==> src/rtl/cke_pkg.sv <==
// Shared constants and types for the clock-enable power-state link
`default_nettype none
package cke_pkg;

   typedef enum logic [2:0]
   {
      ST_IDLE   = 3'b000,
      ST_ACTIVE = 3'b001,
      ST_APD    = 3'b011,
      ST_PPD    = 3'b010,
      ST_SREF   = 3'b100
   } pwr_state_e;

   // Command encodings {cs_n, ras_n, cas_n, we_n}
   localparam logic [3:0] CMD_NOP  = 4'h7;
   localparam logic [3:0] CMD_DES  = 4'h8;
   localparam logic [3:0] CMD_MRS  = 4'h0;
   localparam logic [3:0] CMD_REF  = 4'h1;
   localparam logic [3:0] CMD_PRE  = 4'h2;
   localparam logic [3:0] CMD_ACT  = 4'h3;
   localparam logic [3:0] CMD_WR   = 4'h4;
   localparam logic [3:0] CMD_RD   = 4'h5;

   localparam int NUM_BANKS      = 8;
   localparam int CNT_W          = 10;
   // Host timing counts, in link clock periods
   localparam int MRD_NCK        = 4;
   localparam int MOD_NCK        = 12;
   localparam int CKE_MIN_NCK    = 3;
   localparam int XS_NCK         = 8;
   localparam int XSDLL_NCK      = 512;
   localparam int WR_AFTER_SRX   = 512;
   // Link clock divider: half period in core clocks (200 ns period at 25 ns)
   localparam int LINK_HALF_DIV  = 4;
   localparam int SYNC_STAGES    = 3;

endpackage
`default_nettype wire

==> src/rtl/cke_link_if.sv <==
// Link between controller end and memory end: clock, clock enable, command
`timescale 1ns/1ps
`default_nettype none
interface cke_link_if;
   logic       mck;
   logic       cke;
   logic [3:0] cmd;
   logic [2:0] bank;
   logic       odt;

   modport ctrl (output mck, output cke, output cmd, output bank, output odt);
   modport mem  (input mck, input cke, input cmd, input bank, input odt);
endinterface
`default_nettype wire

==> src/rtl/cke_mem_end.sv <==
// Memory end: power state decided from clock enable and command per link edge
//
// How it works
// Host waits mode-register delays before lowering CKE
// Action from CKE now, CKE before, command
// Current state is state before the edge
// Low-power with CKE low ignores all commands
// Host gives NOP/deselect on power-down edges
// Host gives NOP/deselect on self-refresh exit
// NOP with CKE fall, banks open: active PD
// Read/write/precharge fall: PD type by banks after
// NOP fall while refreshing or idle: precharge PD
// Self-refresh only by refresh from all idle
// No refresh performed while in power-down
// Host holds CKE for minimum pulse time
// Host sends NOP/deselect during exit delay
// Host: no read or termination before DLL delay
// Host: no write before 512 cycles
// Termination off in self-refresh, ignored for states
// Host avoids unlisted state and command sequences
// Idle means banks closed, CKE high, delays met
// Deselect behaves exactly like NOP
// Self-refresh exit seen without a link clock edge
// Explicit state register with five states
`timescale 1ns/1ps
`default_nettype none
module cke_mem_end
   import cke_pkg::*;
(
   input  wire logic       core_clk,
   input  wire logic       arst_n,
   cke_link_if.mem         link,
   output logic [2:0]      pwr_state,
   output logic [NUM_BANKS-1:0] open_banks,
   output logic            odt_active,
   output logic            refresh_pulse,
   output logic            illegal_seen
);

   // ----------------------------------------------------------------
   // Input synchronisers
   // ----------------------------------------------------------------
   logic [SYNC_STAGES-1:0] mck_sync_ff;
   logic [SYNC_STAGES-1:0] cke_sync_ff;
   logic [SYNC_STAGES-1:0] odt_sync_ff;
   logic                   mck_lvl_ff;
   logic                   cke_lvl_ff;
   logic                   odt_lvl_ff;

   always_ff @(posedge core_clk or negedge arst_n)
   begin
      if (!arst_n)
      begin
         mck_sync_ff <= '0;
         cke_sync_ff <= '0;
         odt_sync_ff <= '0;
      end
      else
      begin
         mck_sync_ff <= {mck_sync_ff[1:0], link.mck};
         cke_sync_ff <= {cke_sync_ff[1:0], link.cke};
         odt_sync_ff <= {odt_sync_ff[1:0], link.odt};
      end
   end

   // A level counts once stages two and three agree
   wire mck_agree = (mck_sync_ff[1] == mck_sync_ff[2]);
   wire cke_agree = (cke_sync_ff[1] == cke_sync_ff[2]);
   wire odt_agree = (odt_sync_ff[1] == odt_sync_ff[2]);

   always_ff @(posedge core_clk or negedge arst_n)
   begin
      if (!arst_n)
      begin
         mck_lvl_ff <= 1'b0;
         cke_lvl_ff <= 1'b0;
         odt_lvl_ff <= 1'b0;
      end
      else
      begin
         if (mck_agree) mck_lvl_ff <= mck_sync_ff[2];
         if (cke_agree) cke_lvl_ff <= cke_sync_ff[2];
         if (odt_agree) odt_lvl_ff <= odt_sync_ff[2];
      end
   end

   // Command and bank pass the same three stages and are taken once stages two and
   // three agree; the host holds them a whole link period, so they settle in time
   logic [SYNC_STAGES-1:0][6:0] cab_sync_ff;
   logic [3:0]                  cmd_smp_ff;
   logic [2:0]                  bank_smp_ff;
   wire                         cab_agree = (cab_sync_ff[1] == cab_sync_ff[2]);

   always_ff @(posedge core_clk or negedge arst_n)
   begin
      if (!arst_n)
      begin
         cab_sync_ff <= {SYNC_STAGES{3'h0, CMD_DES}};
         cmd_smp_ff  <= CMD_DES;
         bank_smp_ff <= 3'h0;
      end
      else
      begin
         cab_sync_ff <= {cab_sync_ff[1:0], link.bank, link.cmd};
         if (cab_agree)
         begin
            cmd_smp_ff  <= cab_sync_ff[2][3:0];
            bank_smp_ff <= cab_sync_ff[2][6:4];
         end
      end
   end

   wire mck_rise = mck_agree && mck_sync_ff[2] && !mck_lvl_ff;

   // ----------------------------------------------------------------
   // Edge evaluation
   // ----------------------------------------------------------------
   pwr_state_e        state_ff;
   pwr_state_e        nxt_state;
   logic              cke_prev_ff;
   logic [NUM_BANKS-1:0] nxt_open;
   logic              ref_busy_ff;
   logic              nxt_illegal;

   // evaluated with CKE at edge N and N-1
   wire cke_now  = cke_lvl_ff;
   wire cke_fall = cke_prev_ff && !cke_now;
   wire cke_rise = !cke_prev_ff && cke_now;
   // Deselect decodes as NOP whatever the other lines do
   wire is_nop   = cmd_smp_ff[3] || (cmd_smp_ff == CMD_NOP);
   wire is_rdwr  = (cmd_smp_ff == CMD_RD) || (cmd_smp_ff == CMD_WR);
   wire is_pre   = (cmd_smp_ff == CMD_PRE);
   wire is_act   = (cmd_smp_ff == CMD_ACT);
   wire is_ref   = (cmd_smp_ff == CMD_REF);
   wire [NUM_BANKS-1:0] bank_bit = NUM_BANKS'(1) << bank_smp_ff;
   // Precharge closes the addressed bank; read/write leave banks as they are
   wire [NUM_BANKS-1:0] banks_after = is_pre ? (open_banks & ~bank_bit) :
                                      is_act ? (open_banks | bank_bit) : open_banks;
   // Self-refresh exit: CKE high while in self-refresh, no link edge needed
   wire sref_exit = (state_ff == ST_SREF) && cke_now;

   always_comb
   begin
      nxt_state   = state_ff;
      nxt_open    = open_banks;
      nxt_illegal = 1'b0;
      case (state_ff)
         ST_PPD, ST_APD:
         begin
            // CKE low keeps the state and ignores command lines
            if (cke_rise)
            begin
               if (!is_nop)
                  nxt_illegal = 1'b1;
               nxt_state = (state_ff == ST_APD) ? ST_ACTIVE : ST_IDLE;
            end
         end
         ST_SREF:
         begin
            nxt_state = ST_SREF;
         end
         ST_IDLE:
         begin
            if (cke_fall && is_ref)
               nxt_state = ST_SREF;
            else if (cke_fall && is_nop)
               nxt_state = ST_PPD;
            else if (cke_fall)
               nxt_illegal = 1'b1;
            else if (is_act)
            begin
               nxt_open  = banks_after;
               nxt_state = ST_ACTIVE;
            end
         end
         ST_ACTIVE:
         begin
            nxt_open = banks_after;
            if (cke_fall && (is_nop || is_rdwr || is_pre))
               nxt_state = (banks_after == '0) ? ST_PPD : ST_APD;
            else if (cke_fall)
               nxt_illegal = 1'b1;
            else if (banks_after == '0)
               nxt_state = ST_IDLE;
         end
         default:
            nxt_state = ST_IDLE;
      endcase
   end

   // ----------------------------------------------------------------
   // State register
   // ----------------------------------------------------------------
   always_ff @(posedge core_clk or negedge arst_n)
   begin
      if (!arst_n)
      begin
         state_ff    <= ST_IDLE;
         open_banks  <= '0;
         cke_prev_ff <= 1'b0;
         ref_busy_ff <= 1'b0;
         illegal_seen <= 1'b0;
      end
      else if (sref_exit)
         state_ff <= ST_IDLE;
      else if (mck_rise)
      begin
         state_ff     <= nxt_state;
         open_banks   <= nxt_open;
         cke_prev_ff  <= cke_now;
         ref_busy_ff  <= (state_ff == ST_IDLE) && cke_now && is_ref;
         illegal_seen <= illegal_seen | nxt_illegal;
      end
   end

   // Refresh only runs from an idle, clock-enabled state; none in power-down
   assign refresh_pulse = mck_rise && ref_busy_ff &&
                          (state_ff != ST_PPD) && (state_ff != ST_APD);
   // Termination follows its pin but never in self-refresh
   assign odt_active = odt_lvl_ff && (state_ff != ST_SREF);
   assign pwr_state  = state_ff;

endmodule
`default_nettype wire

==> src/flat_wrapper.sv <==
// flat-port wrapper written by rule: the top's interface ports become plain ports
module cke_mem_end_flat import cke_pkg::*;
  (core_clk, arst_n, pwr_state, open_banks, odt_active, refresh_pulse, illegal_seen, link_mck, link_cke, link_cmd, link_bank, link_odt);
  cke_link_if link_i ();
  input  wire logic core_clk;
  input  wire logic arst_n;
  output logic [2:0] pwr_state;
  output logic [NUM_BANKS-1:0] open_banks;
  output logic odt_active;
  output logic refresh_pulse;
  output logic illegal_seen;
  input wire logic [$bits(link_i.mck)-1:0] link_mck;
  input wire logic [$bits(link_i.cke)-1:0] link_cke;
  input wire logic [$bits(link_i.cmd)-1:0] link_cmd;
  input wire logic [$bits(link_i.bank)-1:0] link_bank;
  input wire logic [$bits(link_i.odt)-1:0] link_odt;
  assign link_i.mck = link_mck;
  assign link_i.cke = link_cke;
  assign link_i.cmd = link_cmd;
  assign link_i.bank = link_bank;
  assign link_i.odt = link_odt;
  cke_mem_end u_core (.core_clk(core_clk), .arst_n(arst_n), .link(link_i), .pwr_state(pwr_state), .open_banks(open_banks), .odt_active(odt_active), .refresh_pulse(refresh_pulse), .illegal_seen(illegal_seen));
endmodule
==> config.mk <==
export PLATFORM = sky130hd
export DESIGN_NAME = cke_mem_end_flat
export DESIGN_NICKNAME = d
export VERILOG_FILES = /design/src/rtl/cke_pkg.sv /design/src/rtl/cke_link_if.sv /design/src/rtl/cke_mem_end.sv /design/src/flat_wrapper.sv
export SDC_FILE = /design/constraint.sdc
export NUM_CORES = 1
export LEC_CHECK = 0
export ABC_AREA = 1
export BUFFER_PORTS_ARGS = -buffer_cell sky130_fd_sc_hd__clkbuf_2
export CORE_UTILIZATION = 48
export DETAILED_ROUTE_END_ITERATION = 10
export PLACE_DENSITY = 0.71
export SLEW_MARGIN = 20
export SYNTH_ARGS = -nofsm -noshare
export SYNTH_HDL_FRONTEND = slang
export SYNTH_SLANG_ARGS = --single-unit
==> constraint.sdc <==
create_clock -name core_clk -period 1.5 [get_ports core_clk]
set_clock_uncertainty 0.1 [all_clocks]
set_input_delay 0.45 -clock core_clk [delete_from_list [all_inputs] [get_ports core_clk]]
set_output_delay 0.45 -clock core_clk [all_outputs]
set_load 0.02 [all_outputs]
==> metrics.txt, run 1 <==
# TYPE chip_impl_metric gauge
chip_impl_info{name="run_status",value="finished with violations"} 1
chip_impl_info{name="failed_checks",value="negative setup slack"} 1
chip_impl_metric{name="via_per_inst",unit=""} 4.88
chip_impl_metric{name="mappedNetlistNets",unit=""} 255
chip_impl_info{name="most_common_cell_after_layout_fill_and_taps_aside",value="sky130_fd_sc_hd__nand2_1"} 1
chip_impl_metric{name="ir_drop",unit="mV"} 0.815
chip_impl_metric{name="clock_tree.htree_level_count",unit=""} 2
chip_impl_metric{name="cp_required",unit="ns"} 0.95
chip_impl_metric{name="worst-endpoint-arrival",unit="ns"} 1.27
chip_impl_metric{name="syn_area_per_cell",unit="um2"} 9.51
chip_impl_info{name="cpMaxStageDelayCell",value="sky130_fd_sc_hd__dfrtp_1"} 1
chip_impl_metric{name="fin_crit",unit="ns"} 1.82
chip_impl_metric{name="synth_async_sr_flop_share",unit=""} 1.00
chip_impl_metric{name="synth_seq_cells",unit=""} 54
chip_impl_metric{name="syn_inst",unit=""} 242
chip_impl_metric{name="drt_first_iter_violations",unit=""} 78
chip_impl_metric{name="cts_buffer_depth",unit=""} 2
chip_impl_metric{name="cellLeakagePower",unit="nW"} 1.54
chip_impl_metric{name="utilization",unit=""} 0.725
chip_impl_info{name="critPathLaunchType",value="flop"} 1
chip_impl_metric{name="timing_max_transition_violations_final",unit=""} 0
chip_impl_metric{name="max_cap_viols",unit=""} 0
chip_impl_metric{name="wl_per_cell",unit="um"} 12.1
chip_impl_info{name="critical_path.endpoint_type",value="output pin"} 1
chip_impl_metric{name="place_hpwl",unit="um"} 2930
chip_impl_metric{name="fmax",unit="MHz"} 549
chip_impl_metric{name="number_of_setup_violations_in_the_final_report",unit=""} 16
chip_impl_info{name="criticalPathCategory",value="flop to output pin"} 1
chip_impl_metric{name="antenna_found_initial",unit=""} 0
chip_impl_metric{name="worst_slew_pin_slew",unit="ns"} 0.344
chip_impl_metric{name="groute.usage.overall",unit=""} 0.193
chip_impl_info{name="worst_path_most_repeated_cell",value="sky130_fd_sc_hd__inv_2"} 1
chip_impl_metric{name="cts.sink_count",unit=""} 54
chip_impl_metric{name="dieArea",unit="um2"} 5070
chip_impl_metric{name="post-place-ws",unit="ns"} -0.224
chip_impl_metric{name="timing.critical_path.fanout_max",unit=""} 2
chip_impl_metric{name="multi_input_comb_area",unit="um2"} 978
chip_impl_metric{name="port_buffers",unit=""} 25
chip_impl_info{name="rsz0062_at_grt",value="yes"} 1
chip_impl_metric{name="insertion_delay",unit="ns"} 0.30
chip_impl_metric{name="fp-row-count",unit=""} 24
chip_impl_metric{name="drive_gt1_frac",unit=""} 0.443
chip_impl_metric{name="route.vias.total",unit=""} 1831
chip_impl_metric{name="synthDistinctLibCells",unit=""} 34
chip_impl_metric{name="finalWeightedCongestion",unit=""} 0.776
chip_impl_metric{name="initial_core_util",unit=""} 0.514
chip_impl_metric{name="layout.cell_area.non_filler",unit="um2"} 3240
chip_impl_metric{name="max_slew_margin",unit=""} 0.771
chip_impl_metric{name="post_dp_cell_area",unit="um2"} 2760
chip_impl_metric{name="die_y",unit="um"} 71.2
chip_impl_info{name="layout.cells.most_common_list",value="sky130_fd_sc_hd__nand2_1, sky130_fd_sc_hd__dfrtp_1, sky130_fd_sc_hd__buf_4"} 1
chip_impl_metric{name="globalRoute.totalOverflow",unit=""} 0
chip_impl_metric{name="num-fill-cells",unit=""} 330
chip_impl_metric{name="antenna-diode-count",unit=""} 0
chip_impl_info{name="clock_tree_from_tritoncts",value="built"} 1
chip_impl_metric{name="syn-cell-area",unit="um2"} 2300
chip_impl_metric{name="worst_slack",unit="ns"} -0.322
chip_impl_metric{name="io_pins",unit=""} 26
chip_impl_metric{name="hold_violations",unit=""} 0
chip_impl_info{name="holdCritPathClass",value="primary input to flop"} 1
chip_impl_metric{name="cts-buffers-inserted",unit=""} 5
chip_impl_metric{name="clk_transition_reported_paths",unit="ns"} 0.09
chip_impl_metric{name="drt_pass1_iterations",unit=""} 4
chip_impl_metric{name="min_period_over_period",unit=""} 1.21
chip_impl_metric{name="grt_start_max_net_pins",unit=""} 45
chip_impl_metric{name="report.power.total",unit="mW"} 3.88
chip_impl_info{name="crit_chain",value="ha_2 -> inv_2 -> nor2_4 -> inv_2 -> nor3_4 -> clkbuf_8"} 1
chip_impl_metric{name="coreArea",unit="um2"} 4470
chip_impl_metric{name="synth_edf_count",unit=""} 0
chip_impl_metric{name="grt_pass1_vias",unit=""} 1682
chip_impl_metric{name="ys_seq_area_frac",unit=""} 0.589
chip_impl_metric{name="area_growth",unit="%"} 40.9
chip_impl_metric{name="ys.warnings.count",unit=""} 0
chip_impl_metric{name="area.sequential",unit="um2"} 1360
chip_impl_metric{name="power_per_cell_area",unit="nW/um2"} 1200
chip_impl_metric{name="ant_nets",unit=""} 0
chip_impl_metric{name="finalWirelength",unit="um"} 4530
chip_impl_metric{name="fin_nets",unit=""} 335
chip_impl_metric{name="drc_errors",unit=""} 0
chip_impl_info{name="cts-root-buf",value="sky130_fd_sc_hd__clkbuf_8"} 1
chip_impl_info{name="synth-main-ff-cell",value="sky130_fd_sc_hd__dfrtp_1"} 1
chip_impl_metric{name="die_w",unit="um"} 71.2
chip_impl_metric{name="cp_slowest_stage_delay",unit="ns"} 0.36
chip_impl_metric{name="whs",unit="ns"} 0.125
chip_impl_metric{name="wire_length_of_the_first_global_routing_pass",unit="um"} 7490
metrics by stage:
stage | TNS, ns | instances
finish | -2.20 | 375
global route | -4.09 | 375
CTS | -1.89 | 369
detailed placement | -1.17 | 351
global placement | -0.749 | 351
floorplan | -0.207 | 242
report_power, final:
part	switching (mW)	internal (mW)	total (mW)	leakage, nW
clock network	0.459	0.498	0.957	0.0514
registers	0.0942	1.59	1.69	0.656
logic	0.631	0.609	1.24	0.830
total	1.18	2.70	3.88	1.54
worst max-delay path, delay by kind of cell (launching register included):
kind	cells	cell delay (ns)
DFF	1	0.36
and+or+nand+nor	2	0.18
adders and majority gates	1	0.17
buffers and inverters	3	0.25
Yosys cell counts (2+ instances only):
library cell / number / area [um2]
sky130_fd_sc_hd__inv_1: 27 / 101
sky130_fd_sc_hd__nand4_1: 2 / 12.5
sky130_fd_sc_hd__a21oi_1: 4 / 20.0
sky130_fd_sc_hd__or2_1: 2 / 12.5
sky130_fd_sc_hd__o21ai_0: 18 / 90.1
sky130_fd_sc_hd__nor2_2: 3 / 18.8
sky130_fd_sc_hd__xor2_1: 5 / 43.8
sky130_fd_sc_hd__maj3_1: 2 / 20.0
sky130_fd_sc_hd__nand2_2: 4 / 25.0
sky130_fd_sc_hd__dfstp_2: 4 / 105
sky130_fd_sc_hd__nor2_1: 18 / 67.6
sky130_fd_sc_hd__nand3_1: 3 / 15.0
sky130_fd_sc_hd__o21bai_1: 2 / 15.0
sky130_fd_sc_hd__inv_2: 2 / 7.51
sky130_fd_sc_hd__dfrtp_1: 50 / 1250
sky130_fd_sc_hd__nor3_1: 4 / 20.0
sky130_fd_sc_hd__nand2_1: 75 / 282
worst paths after layout:
check	from	slack, ns	endpoint	cells past startpoint
worst max-delay path	u_core.mck_sync_ff[2]$_DFF_PN0_	-0.32	refresh_pulse	6
worst min-delay path	link_cmd[3]	0.12	u_core.cab_sync_ff[3]$_DFF_PN1_	1
worst max register to register	u_core.cmd_smp_ff[3]$_DFFE_PN1N_	-0.28	u_core.pwr_state[0]$_DFFE_PN0P_	12
worst min register to register	u_core.odt_sync_ff[0]$_DFF_PN0_	0.25	u_core.odt_sync_ff[1]$_DFF_PN0_	0
max in group asynchronous	arst_n	0.26	u_core.cab_sync_ff[17]$_DFF_PN1_	3
min in group asynchronous	arst_n	0.46	u_core.open_banks[2]$_DFFE_PN0P_	2
cells by family (layout without fill, tap and decap cells):
kind of cell / after synthesis / count (layout) / synth area share
simple gates: 116 / 116 / 0.229
flops: 54 / 54 / 0.589
compound gates: 32 / 33 / 0.0881
buf+inv: 31 / 111 / 0.0555
xor+xnor: 5 / 5 / 0.0190
fa+ha+maj: 3 / 3 / 0.0141
mux: 1 / 1 / 0.00489
registers in the layout, summed over array words and instances, names as in the netlist:
register,count
u_core.open_banks,8
u_core.bank_smp_ff,3
u_core.cke_lvl_ff,1
u_core.cke_prev_ff,1
u_core.odt_sync_ff,3
u_core.illegal_seen,1
u_core.pwr_state,3
u_core.ref_busy_ff,1
u_core.cmd_smp_ff,4
u_core.mck_lvl_ff,1
u_core.mck_sync_ff,3
u_core.odt_lvl_ff,1
u_core.cke_sync_ff,3
u_core.cab_sync_ff,21
repair_timing:
item | in CTS | in global routing
gates resized for setup | 37 | 45
endpoints found under the setup margin | 20 | 24
hold endpoints to repair | 10 | 0
pin swaps | 12 | 16
hold buffers | 1 | 0
buffers inserted | 8 | 7
cloned | 1 | 0
final cells by class:
type | count | share of cell area
clock inverters | 2 | 0.0116
repair buffers | 74 | 0.190
clock buffers | 6 | 0.0224
flip-flops and latches | 54 | 0.420
multi-input cells | 158 | 0.302
inverters | 29 | 0.0343
well taps | 52 | 0.0201
metal layers:
metal	share of wire	routed length [um]	GRT usage
met1	0.40	1830	0.230
met2	0.54	2460	0.338
met3	0.035	158	0.0478
met4	0.019	84	0.0778
met5	0	0	0
(Power assumes the default switching activity.)
==> inputs of run 2 (changes only) <==
==> constraint.sdc (replaced) <==
create_clock -name core_clk -period 1.5 [get_ports core_clk]
set_clock_uncertainty 0.1 [all_clocks]
set_input_delay 0.3 -clock core_clk [delete_from_list [all_inputs] [get_ports core_clk]]
set_output_delay 0.3 -clock core_clk [all_outputs]
set_load 0.02 [all_outputs]
==> run 2 against run 1 <==
- the flow finishes with violations (design-rule violations, negative setup slack)
- sequential cell count unchanged
- non-clock buffer count unchanged
- combinational power decreased by 12%
- clock power down 15%
- sequential share of layout area grew 0.84 points
- maximum frequency rose by 1.2%
- wire length is 5.4% lower
- sequential power about the same
- final cell count unchanged
- cell area is 2.0% lower
- utilization down 1.5 points
- critical path type is now flop to flop
- first-iteration DRC count increased by 24%
==> metrics.txt, run 2 (synthesis results as in run 1) <==
# TYPE chip_impl_metric gauge
chip_impl_metric{name="fmax",unit="MHz"} 555
chip_impl_metric{name="area_growth",unit="%"} 38.0
chip_impl_info{name="rsz0062_at_grt",value="yes"} 1
chip_impl_metric{name="drive_gt1_frac",unit=""} 0.402
chip_impl_metric{name="finalWeightedCongestion",unit=""} 0.808
chip_impl_metric{name="power_per_cell_area",unit="nW/um2"} 1130
chip_impl_metric{name="route.vias.total",unit=""} 1782
chip_impl_metric{name="dieArea",unit="um2"} 5070
chip_impl_metric{name="max_slew_margin",unit=""} 0.775
chip_impl_metric{name="worst-endpoint-arrival",unit="ns"} 1.95
chip_impl_metric{name="number_of_setup_violations_in_the_final_report",unit=""} 7
chip_impl_metric{name="cp_required",unit="ns"} 1.65
chip_impl_metric{name="cts-buffers-inserted",unit=""} 5
chip_impl_metric{name="coreArea",unit="um2"} 4470
chip_impl_info{name="biggest_register",value="u_core.cab_sync_ff"} 1
chip_impl_metric{name="fin_crit",unit="ns"} 1.80
chip_impl_metric{name="die_y",unit="um"} 71.2
chip_impl_metric{name="post_dp_cell_area",unit="um2"} 2720
chip_impl_metric{name="largest_reg_flops",unit=""} 21
chip_impl_metric{name="port_buffers",unit=""} 25
chip_impl_metric{name="globalRoute.totalOverflow",unit=""} 0
chip_impl_metric{name="finalWirelength",unit="um"} 4290
chip_impl_metric{name="grt_start_max_net_pins",unit=""} 44
chip_impl_info{name="layout.cells.most_common_list",value="sky130_fd_sc_hd__nand2_1, sky130_fd_sc_hd__dfrtp_1, sky130_fd_sc_hd__buf_4"} 1
chip_impl_metric{name="insertion_delay",unit="ns"} 0.31
chip_impl_metric{name="die_w",unit="um"} 71.2
chip_impl_metric{name="cts.sink_count",unit=""} 54
chip_impl_metric{name="whs",unit="ns"} 0.254
chip_impl_metric{name="drc_errors",unit=""} 1
chip_impl_metric{name="worst_slack",unit="ns"} -0.302
chip_impl_metric{name="drt_first_iter_violations",unit=""} 97
chip_impl_metric{name="antenna-diode-count",unit=""} 0
chip_impl_metric{name="grt_pass1_vias",unit=""} 1737
chip_impl_metric{name="drt_pass1_iterations",unit=""} 7
chip_impl_metric{name="min_period_over_period",unit=""} 1.20
chip_impl_info{name="holdCritPathClass",value="flop to flop"} 1
chip_impl_info{name="cts-root-buf",value="sky130_fd_sc_hd__clkbuf_8"} 1
chip_impl_metric{name="timing_max_transition_violations_final",unit=""} 0
chip_impl_info{name="run_status",value="finished with violations"} 1
chip_impl_metric{name="wire_length_of_the_first_global_routing_pass",unit="um"} 7140
chip_impl_info{name="failed_checks",value="design-rule violations, negative setup slack"} 1
chip_impl_metric{name="place_hpwl",unit="um"} 2720
chip_impl_metric{name="wl_per_cell",unit="um"} 11.4
chip_impl_metric{name="ant_nets",unit=""} 0
chip_impl_info{name="most_common_cell_after_layout_fill_and_taps_aside",value="sky130_fd_sc_hd__nand2_1"} 1
chip_impl_info{name="clock_tree_from_tritoncts",value="built"} 1
chip_impl_metric{name="fp-row-count",unit=""} 24
chip_impl_metric{name="initial_core_util",unit=""} 0.514
chip_impl_metric{name="max_cap_viols",unit=""} 0
chip_impl_metric{name="via_per_inst",unit=""} 4.75
chip_impl_metric{name="report.power.total",unit="mW"} 3.58
chip_impl_info{name="largestRegisters",value="u_core.cab_sync_ff (21), u_core.open_banks (8), u_core.cmd_smp_ff (4)"} 1
chip_impl_metric{name="clk_transition_reported_paths",unit="ns"} 0.10
chip_impl_info{name="critical_path.endpoint_type",value="flop"} 1
chip_impl_info{name="critPathLaunchType",value="flop"} 1
chip_impl_metric{name="num-fill-cells",unit=""} 317
chip_impl_metric{name="layout.cell_area.non_filler",unit="um2"} 3180
chip_impl_metric{name="hold_violations",unit=""} 0
chip_impl_metric{name="cts_buffer_depth",unit=""} 2
chip_impl_metric{name="worst_slew_pin_slew",unit="ns"} 0.337
chip_impl_metric{name="ir_drop",unit="mV"} 0.706
chip_impl_metric{name="cellLeakagePower",unit="nW"} 1.51
chip_impl_metric{name="timing.critical_path.fanout_max",unit=""} 2
chip_impl_metric{name="clock_tree.htree_level_count",unit=""} 2
chip_impl_info{name="criticalPathCategory",value="flop to flop"} 1
chip_impl_metric{name="fin_nets",unit=""} 335
chip_impl_metric{name="groute.usage.overall",unit=""} 0.184
chip_impl_metric{name="io_pins",unit=""} 26
chip_impl_metric{name="antenna_found_initial",unit=""} 0
==> run 2: cell count changes in the layout (fill, tap and decap cells not counted), sizes merged <==
cell	before	now
clkinv	0	1
buf	52	41
bufinv	1	0
dlygate4sd3	1	11
inv	29	30
==> run 2: cell type report <==
| type | instances | area (um2) | share of cell area |
|---|---|---|---|
| repair buffers | 74 | 591 | 0.186 |
| multi-input cells | 158 | 957 | 0.301 |
| clock inverters | 3 | 25.0 | 0.00788 |
| inverters | 29 | 109 | 0.0343 |
| clock buffers | 5 | 68.8 | 0.0217 |
| well taps | 52 | 65.1 | 0.0205 |
| flip-flops and latches | 54 | 1360 | 0.428 |
==> run 2: what timing repair did <==
item	4_1_cts	5_1_grt
hold buffers	11	0
cloned	1	0
setup buffers	6	3
pin swaps	13	19
resized for setup	22	45
hold endpoints to repair	21	0
setup endpoints to repair	15	22
==> run 2: through the flow <==
stage | util | std cells | TNS, ns | setup WS, ns
final | 0.710 | 375 | -1.52 | -0.302
after global routing | 0.710 | 375 | -3.62 | -0.398
after CTS | 0.686 | 373 | -1.47 | -0.288
after detailed placement | 0.608 | 347 | -1.24 | -0.259
after global placement | 0.608 | 347 | -0.762 | -0.169
after floorplan | - | 242 | -0.191 | -0.0643
==> run 2: worst max-delay path, stage by stage, from the launching register on <==
cell,delay (ns)
sky130_fd_sc_hd__dfrtp_1,0.39
sky130_fd_sc_hd__inv_2,0.06
sky130_fd_sc_hd__buf_4,0.13
sky130_fd_sc_hd__buf_4,0.12
sky130_fd_sc_hd__o21ai_1,0.17
sky130_fd_sc_hd__nand2_1,0.12
sky130_fd_sc_hd__buf_4,0.15
sky130_fd_sc_hd__o32ai_1,0.26
sky130_fd_sc_hd__nand4_1,0.15
sky130_fd_sc_hd__nand2_1,0.10
==> run 2: final timing paths <==
kind / end / depth (start not counted) / slack (ns) / start
hold reg to reg: u_core.cab_sync_ff[12]$_DFF_PN0_ / 0 / 0.25 / u_core.cab_sync_ff[5]$_DFF_PN0_
max in group asynchronous: u_core.cab_sync_ff[17]$_DFF_PN1_ / 3 / 0.41 / arst_n
setup / recovery: u_core.pwr_state[1]$_DFFE_PN0P_ / 9 / -0.30 / u_core.cmd_smp_ff[2]$_DFFE_PN0N_
setup reg to reg: u_core.pwr_state[1]$_DFFE_PN0P_ / 9 / -0.30 / u_core.cmd_smp_ff[2]$_DFFE_PN0N_
hold / removal: u_core.cab_sync_ff[12]$_DFF_PN0_ / 0 / 0.25 / u_core.cab_sync_ff[5]$_DFF_PN0_
min in group asynchronous: u_core.open_banks[6]$_DFFE_PN0P_ / 2 / 0.31 / arst_n
==> run 2: power breakdown <==
| group | switching [mW] | internal (mW) |
|---|---|---|
| clock | 0.476 | 0.337 |
| sequential | 0.0919 | 1.59 |
| combinational | 0.587 | 0.498 |
| total | 1.15 | 2.43 |
==> run 2: layer usage <==
metal  routed length [um]  part of all wire  GRT usage  vias to the layer above
met5                    0                 0          0                        -
met2                 2150              0.50      0.303                       41
li1                     -                 -          -                      922
met3                  176             0.041     0.0549                       12
met4                  125             0.029      0.113                        0
met1                 1830              0.43      0.212                      807
==> inputs of run 3 (changes only) <==
--- a/config.mk
+++ b/config.mk
@@ -8,6 +8,7 @@
 export ABC_AREA = 1
 export BUFFER_PORTS_ARGS = -buffer_cell sky130_fd_sc_hd__clkbuf_2
 export CORE_UTILIZATION = 48
+export CTS_BUF_LIST = sky130_fd_sc_hd__clkbuf_16
 export DETAILED_ROUTE_END_ITERATION = 10
 export PLACE_DENSITY = 0.71
 export SLEW_MARGIN = 20
==> run 3 against run 2 <==
- the flow still finishes with violations (design-rule violations, negative setup slack)
- largest cell class unchanged
- via count is 0.28% higher
- sequential share of layout area is 0.58 points higher
- final cell count is 2.1% lower
- total power is 9.0% higher
- critical endpoint unchanged
==> metrics.txt, run 3 (synthesis results as in run 1) <==
# TYPE chip_impl_metric gauge
chip_impl_metric{name="initial_core_util",unit=""} 0.514
chip_impl_metric{name="power_per_cell_area",unit="nW/um2"} 1250
chip_impl_metric{name="cts-buffers-inserted",unit=""} 5
chip_impl_metric{name="global_route.usage.met3",unit=""} 0.0478
chip_impl_metric{name="max_cap_viols",unit=""} 0
chip_impl_info{name="rsz0062_at_grt",value="yes"} 1
chip_impl_metric{name="fin_setup_tns",unit="ns"} -1.86
chip_impl_metric{name="cts_buffer_depth",unit=""} 2
chip_impl_metric{name="groute.usage.overall",unit=""} 0.186
chip_impl_metric{name="dpl.cell_count",unit=""} 347
chip_impl_info{name="run_status",value="finished with violations"} 1
chip_impl_metric{name="dieArea",unit="um2"} 5070
chip_impl_metric{name="fmax",unit="MHz"} 558
chip_impl_metric{name="io_pins",unit=""} 26
chip_impl_metric{name="antenna_found_initial",unit=""} 0
chip_impl_metric{name="power_frac_seq",unit=""} 0.430
chip_impl_metric{name="rr_worst_depth",unit=""} 11
chip_impl_metric{name="insertion_delay",unit="ns"} 0.29
chip_impl_metric{name="power.share.clock",unit=""} 0.297
chip_impl_metric{name="worst_slew_pin_slew",unit="ns"} 0.333
chip_impl_metric{name="post-place-ws",unit="ns"} -0.259
chip_impl_metric{name="post_layout_nonfiller_instances",unit=""} 367
chip_impl_info{name="criticalPathCategory",value="flop to flop"} 1
chip_impl_info{name="hold_end",value="u_core.odt_sync_ff[0]$_DFF_PN0_"} 1
chip_impl_metric{name="drc_errors",unit=""} 1
chip_impl_metric{name="drt_pass1_iterations",unit=""} 7
chip_impl_info{name="critical_path.endpoint_type",value="flop"} 1
chip_impl_metric{name="max_slew_margin",unit=""} 0.778
chip_impl_metric{name="fin_crit",unit="ns"} 1.79
chip_impl_metric{name="finalWeightedCongestion",unit=""} 0.808
chip_impl_info{name="worst_path_most_repeated_cell",value="sky130_fd_sc_hd__nand2_1"} 1
chip_impl_info{name="holdCritStartpoint",value="link_odt"} 1
chip_impl_metric{name="cellLeakagePower",unit="nW"} 1.50
chip_impl_metric{name="antenna-diode-count",unit=""} 0
chip_impl_metric{name="cts.sink_count",unit=""} 54
chip_impl_metric{name="globalRoute.totalOverflow",unit=""} 0
chip_impl_metric{name="place_hpwl",unit="um"} 2720
chip_impl_metric{name="timing_max_transition_violations_final",unit=""} 0
chip_impl_info{name="clock_tree_from_tritoncts",value="built"} 1
chip_impl_metric{name="power_switching_share",unit=""} 0.307
chip_impl_info{name="crit_chain",value="inv_2 -> nand2_4 -> buf_4 -> nor3_2 -> nand2_1 -> nand3_2 -> nor2_1 -> nor2_2 -> nand3_2 -> nand2_1 -> nand2_1"} 1
chip_impl_metric{name="drive_gt1_frac",unit=""} 0.419
chip_impl_metric{name="drt_first_iter_violations",unit=""} 88
chip_impl_metric{name="fin_nets",unit=""} 327
chip_impl_metric{name="largest_reg_flops",unit=""} 21
chip_impl_info{name="failed_checks",value="design-rule violations, negative setup slack"} 1
chip_impl_metric{name="grt_start_max_net_pins",unit=""} 44
chip_impl_metric{name="fp-row-count",unit=""} 24
chip_impl_metric{name="timing.critical_path.fanout_max",unit=""} 4
chip_impl_metric{name="die_w",unit="um"} 71.2
chip_impl_metric{name="wire_length_of_the_first_global_routing_pass",unit="um"} 7180
chip_impl_metric{name="number_of_setup_violations_in_the_final_report",unit=""} 21
chip_impl_info{name="cpMaxStageDelayCell",value="sky130_fd_sc_hd__dfrtp_1"} 1
chip_impl_metric{name="min_period_over_period",unit=""} 1.20
chip_impl_info{name="largestRegisters",value="u_core.cab_sync_ff (21), u_core.open_banks (8), u_core.cmd_smp_ff (4)"} 1
chip_impl_metric{name="utilization",unit=""} 0.700
chip_impl_metric{name="worst-endpoint-arrival",unit="ns"} 1.88
chip_impl_metric{name="route.vias.total",unit=""} 1787
chip_impl_metric{name="finalWirelength",unit="um"} 4360
chip_impl_metric{name="use_met1",unit=""} 0.223
chip_impl_info{name="most_common_cell_after_layout_fill_and_taps_aside",value="sky130_fd_sc_hd__nand2_1"} 1
chip_impl_metric{name="grt.met2_usage",unit=""} 0.308
chip_impl_metric{name="report.power.total",unit="mW"} 3.90
chip_impl_metric{name="cp_required",unit="ns"} 1.58
chip_impl_metric{name="clock_tree.htree_level_count",unit=""} 2
chip_impl_info{name="timing.rr.start",value="u_core.cmd_smp_ff[2]$_DFFE_PN0N_"} 1
chip_impl_info{name="cts-root-buf",value="sky130_fd_sc_hd__clkbuf_16"} 1
chip_impl_metric{name="worst-r2r-setup-slack",unit="ns"} -0.29
chip_impl_metric{name="area_growth",unit="%"} 36.2
chip_impl_metric{name="instance_count_along_the_most_critical_hold_path",unit=""} 1
chip_impl_metric{name="hold_violations",unit=""} 0
chip_impl_metric{name="net-switching-power",unit="mW"} 1.20
chip_impl_info{name="grt.busiest_layer",value="met2"} 1
chip_impl_metric{name="coreArea",unit="um2"} 4470
chip_impl_metric{name="ir_drop",unit="mV"} 0.882
chip_impl_metric{name="worst_slack",unit="ns"} -0.293
chip_impl_info{name="r2r_end",value="u_core.pwr_state[1]$_DFFE_PN0P_"} 1
chip_impl_metric{name="wl_per_cell",unit="um"} 11.9
chip_impl_metric{name="via_per_inst",unit=""} 4.87
chip_impl_metric{name="cp_slowest_stage_delay",unit="ns"} 0.40
chip_impl_info{name="holdCritPathClass",value="primary input to flop"} 1
chip_impl_info{name="biggest_register",value="u_core.cab_sync_ff"} 1
chip_impl_info{name="layout.cells.most_common_list",value="sky130_fd_sc_hd__nand2_1, sky130_fd_sc_hd__dfrtp_1, sky130_fd_sc_hd__buf_4"} 1
chip_impl_metric{name="port_buffers",unit=""} 25
chip_impl_metric{name="p_int",unit="mW"} 2.71
chip_impl_metric{name="ant_nets",unit=""} 0
chip_impl_metric{name="clk_transition_reported_paths",unit="ns"} 0.07
chip_impl_metric{name="die_y",unit="um"} 71.2
chip_impl_metric{name="grt_pass1_vias",unit=""} 1687
chip_impl_metric{name="power_frac_comb",unit=""} 0.272
chip_impl_info{name="critPathLaunchType",value="flop"} 1
==> run 3: how the worst max path moves through the flow <==
stage | start | slack, ns | cells after the start | end
4_1_cts | u_core.mck_sync_ff[1]$_DFF_PN0_ | -0.26 | 6 | refresh_pulse
2_1_floorplan | u_core.cmd_smp_ff[3]$_DFFE_PN1N_ | -0.06 | 13 | u_core.pwr_state[0]$_DFFE_PN0P_
5_1_grt | u_core.cmd_smp_ff[2]$_DFFE_PN0N_ | -0.43 | 11 | u_core.pwr_state[1]$_DFFE_PN0P_
6_report | u_core.cmd_smp_ff[2]$_DFFE_PN0N_ | -0.29 | 11 | u_core.pwr_state[1]$_DFFE_PN0P_
3_5_place_dp | u_core.cmd_smp_ff[3]$_DFFE_PN1N_ | -0.26 | 13 | u_core.pwr_state[1]$_DFFE_PN0P_
3_3_place_gp | u_core.cmd_smp_ff[3]$_DFFE_PN1N_ | -0.17 | 13 | u_core.pwr_state[0]$_DFFE_PN0P_
==> run 3: worst max-delay path: cells and delay by family (launching register included) <==
kind | cells | cell delay (ns)
DFF | 1 | 0.40
buffers and inverters | 2 | 0.23
and+or+nand+nor | 9 | 0.95
==> run 3: power groups by stage <==
stage / Combinational (mW) / Sequential [mW] / Clock, mW
after floorplan: 0.439 / 1.74 / 0
after global placement: 0.828 / 1.69 / 0
after detailed placement: 0.836 / 1.70 / 0
after CTS: 0.990 / 1.67 / 1.18
after global routing: 1.15 / 1.70 / 1.22
final: 1.06 / 1.68 / 1.16
==> run 3: cell type report <==
class | instances | area [um2]
Sequential cell | 54 | 1360
Tap cell | 52 | 65.1
Inverter | 29 | 109
Clock buffer | 5 | 125
Fill cell | 318 | 1340
Timing Repair Buffer | 66 | 500
Multi-Input combinational cell | 158 | 948
Clock inverter | 3 | 25.0
==> run 3: through the flow <==
stage | area [um2] | hold slack (ns)
after CTS | 3020 | 0.00132
after floorplan | 2310 | -0.0956
after global placement | 2720 | 0.113
final | 3130 | 0.00491
after detailed placement | 2720 | 0.112
after global routing | 3130 | 0.0000230
==> run 3: repair_timing <==
action / in CTS / in global routing
pin swaps: 16 / 23
gates resized for setup: 26 / 37
gates cloned: 1 / 0
hold endpoints to repair: 12 / 0
buffers inserted: 5 / 4
setup endpoints to repair: 15 / 22
hold buffers: 2 / 0
==> run 3: routing by layer <==
layer / share of wire / vias to the layer above
met2: 0.50 / 46
met1: 0.43 / 827
met3: 0.042 / 10
li1: - / 904
met5: 0 / -
met4: 0.027 / 0
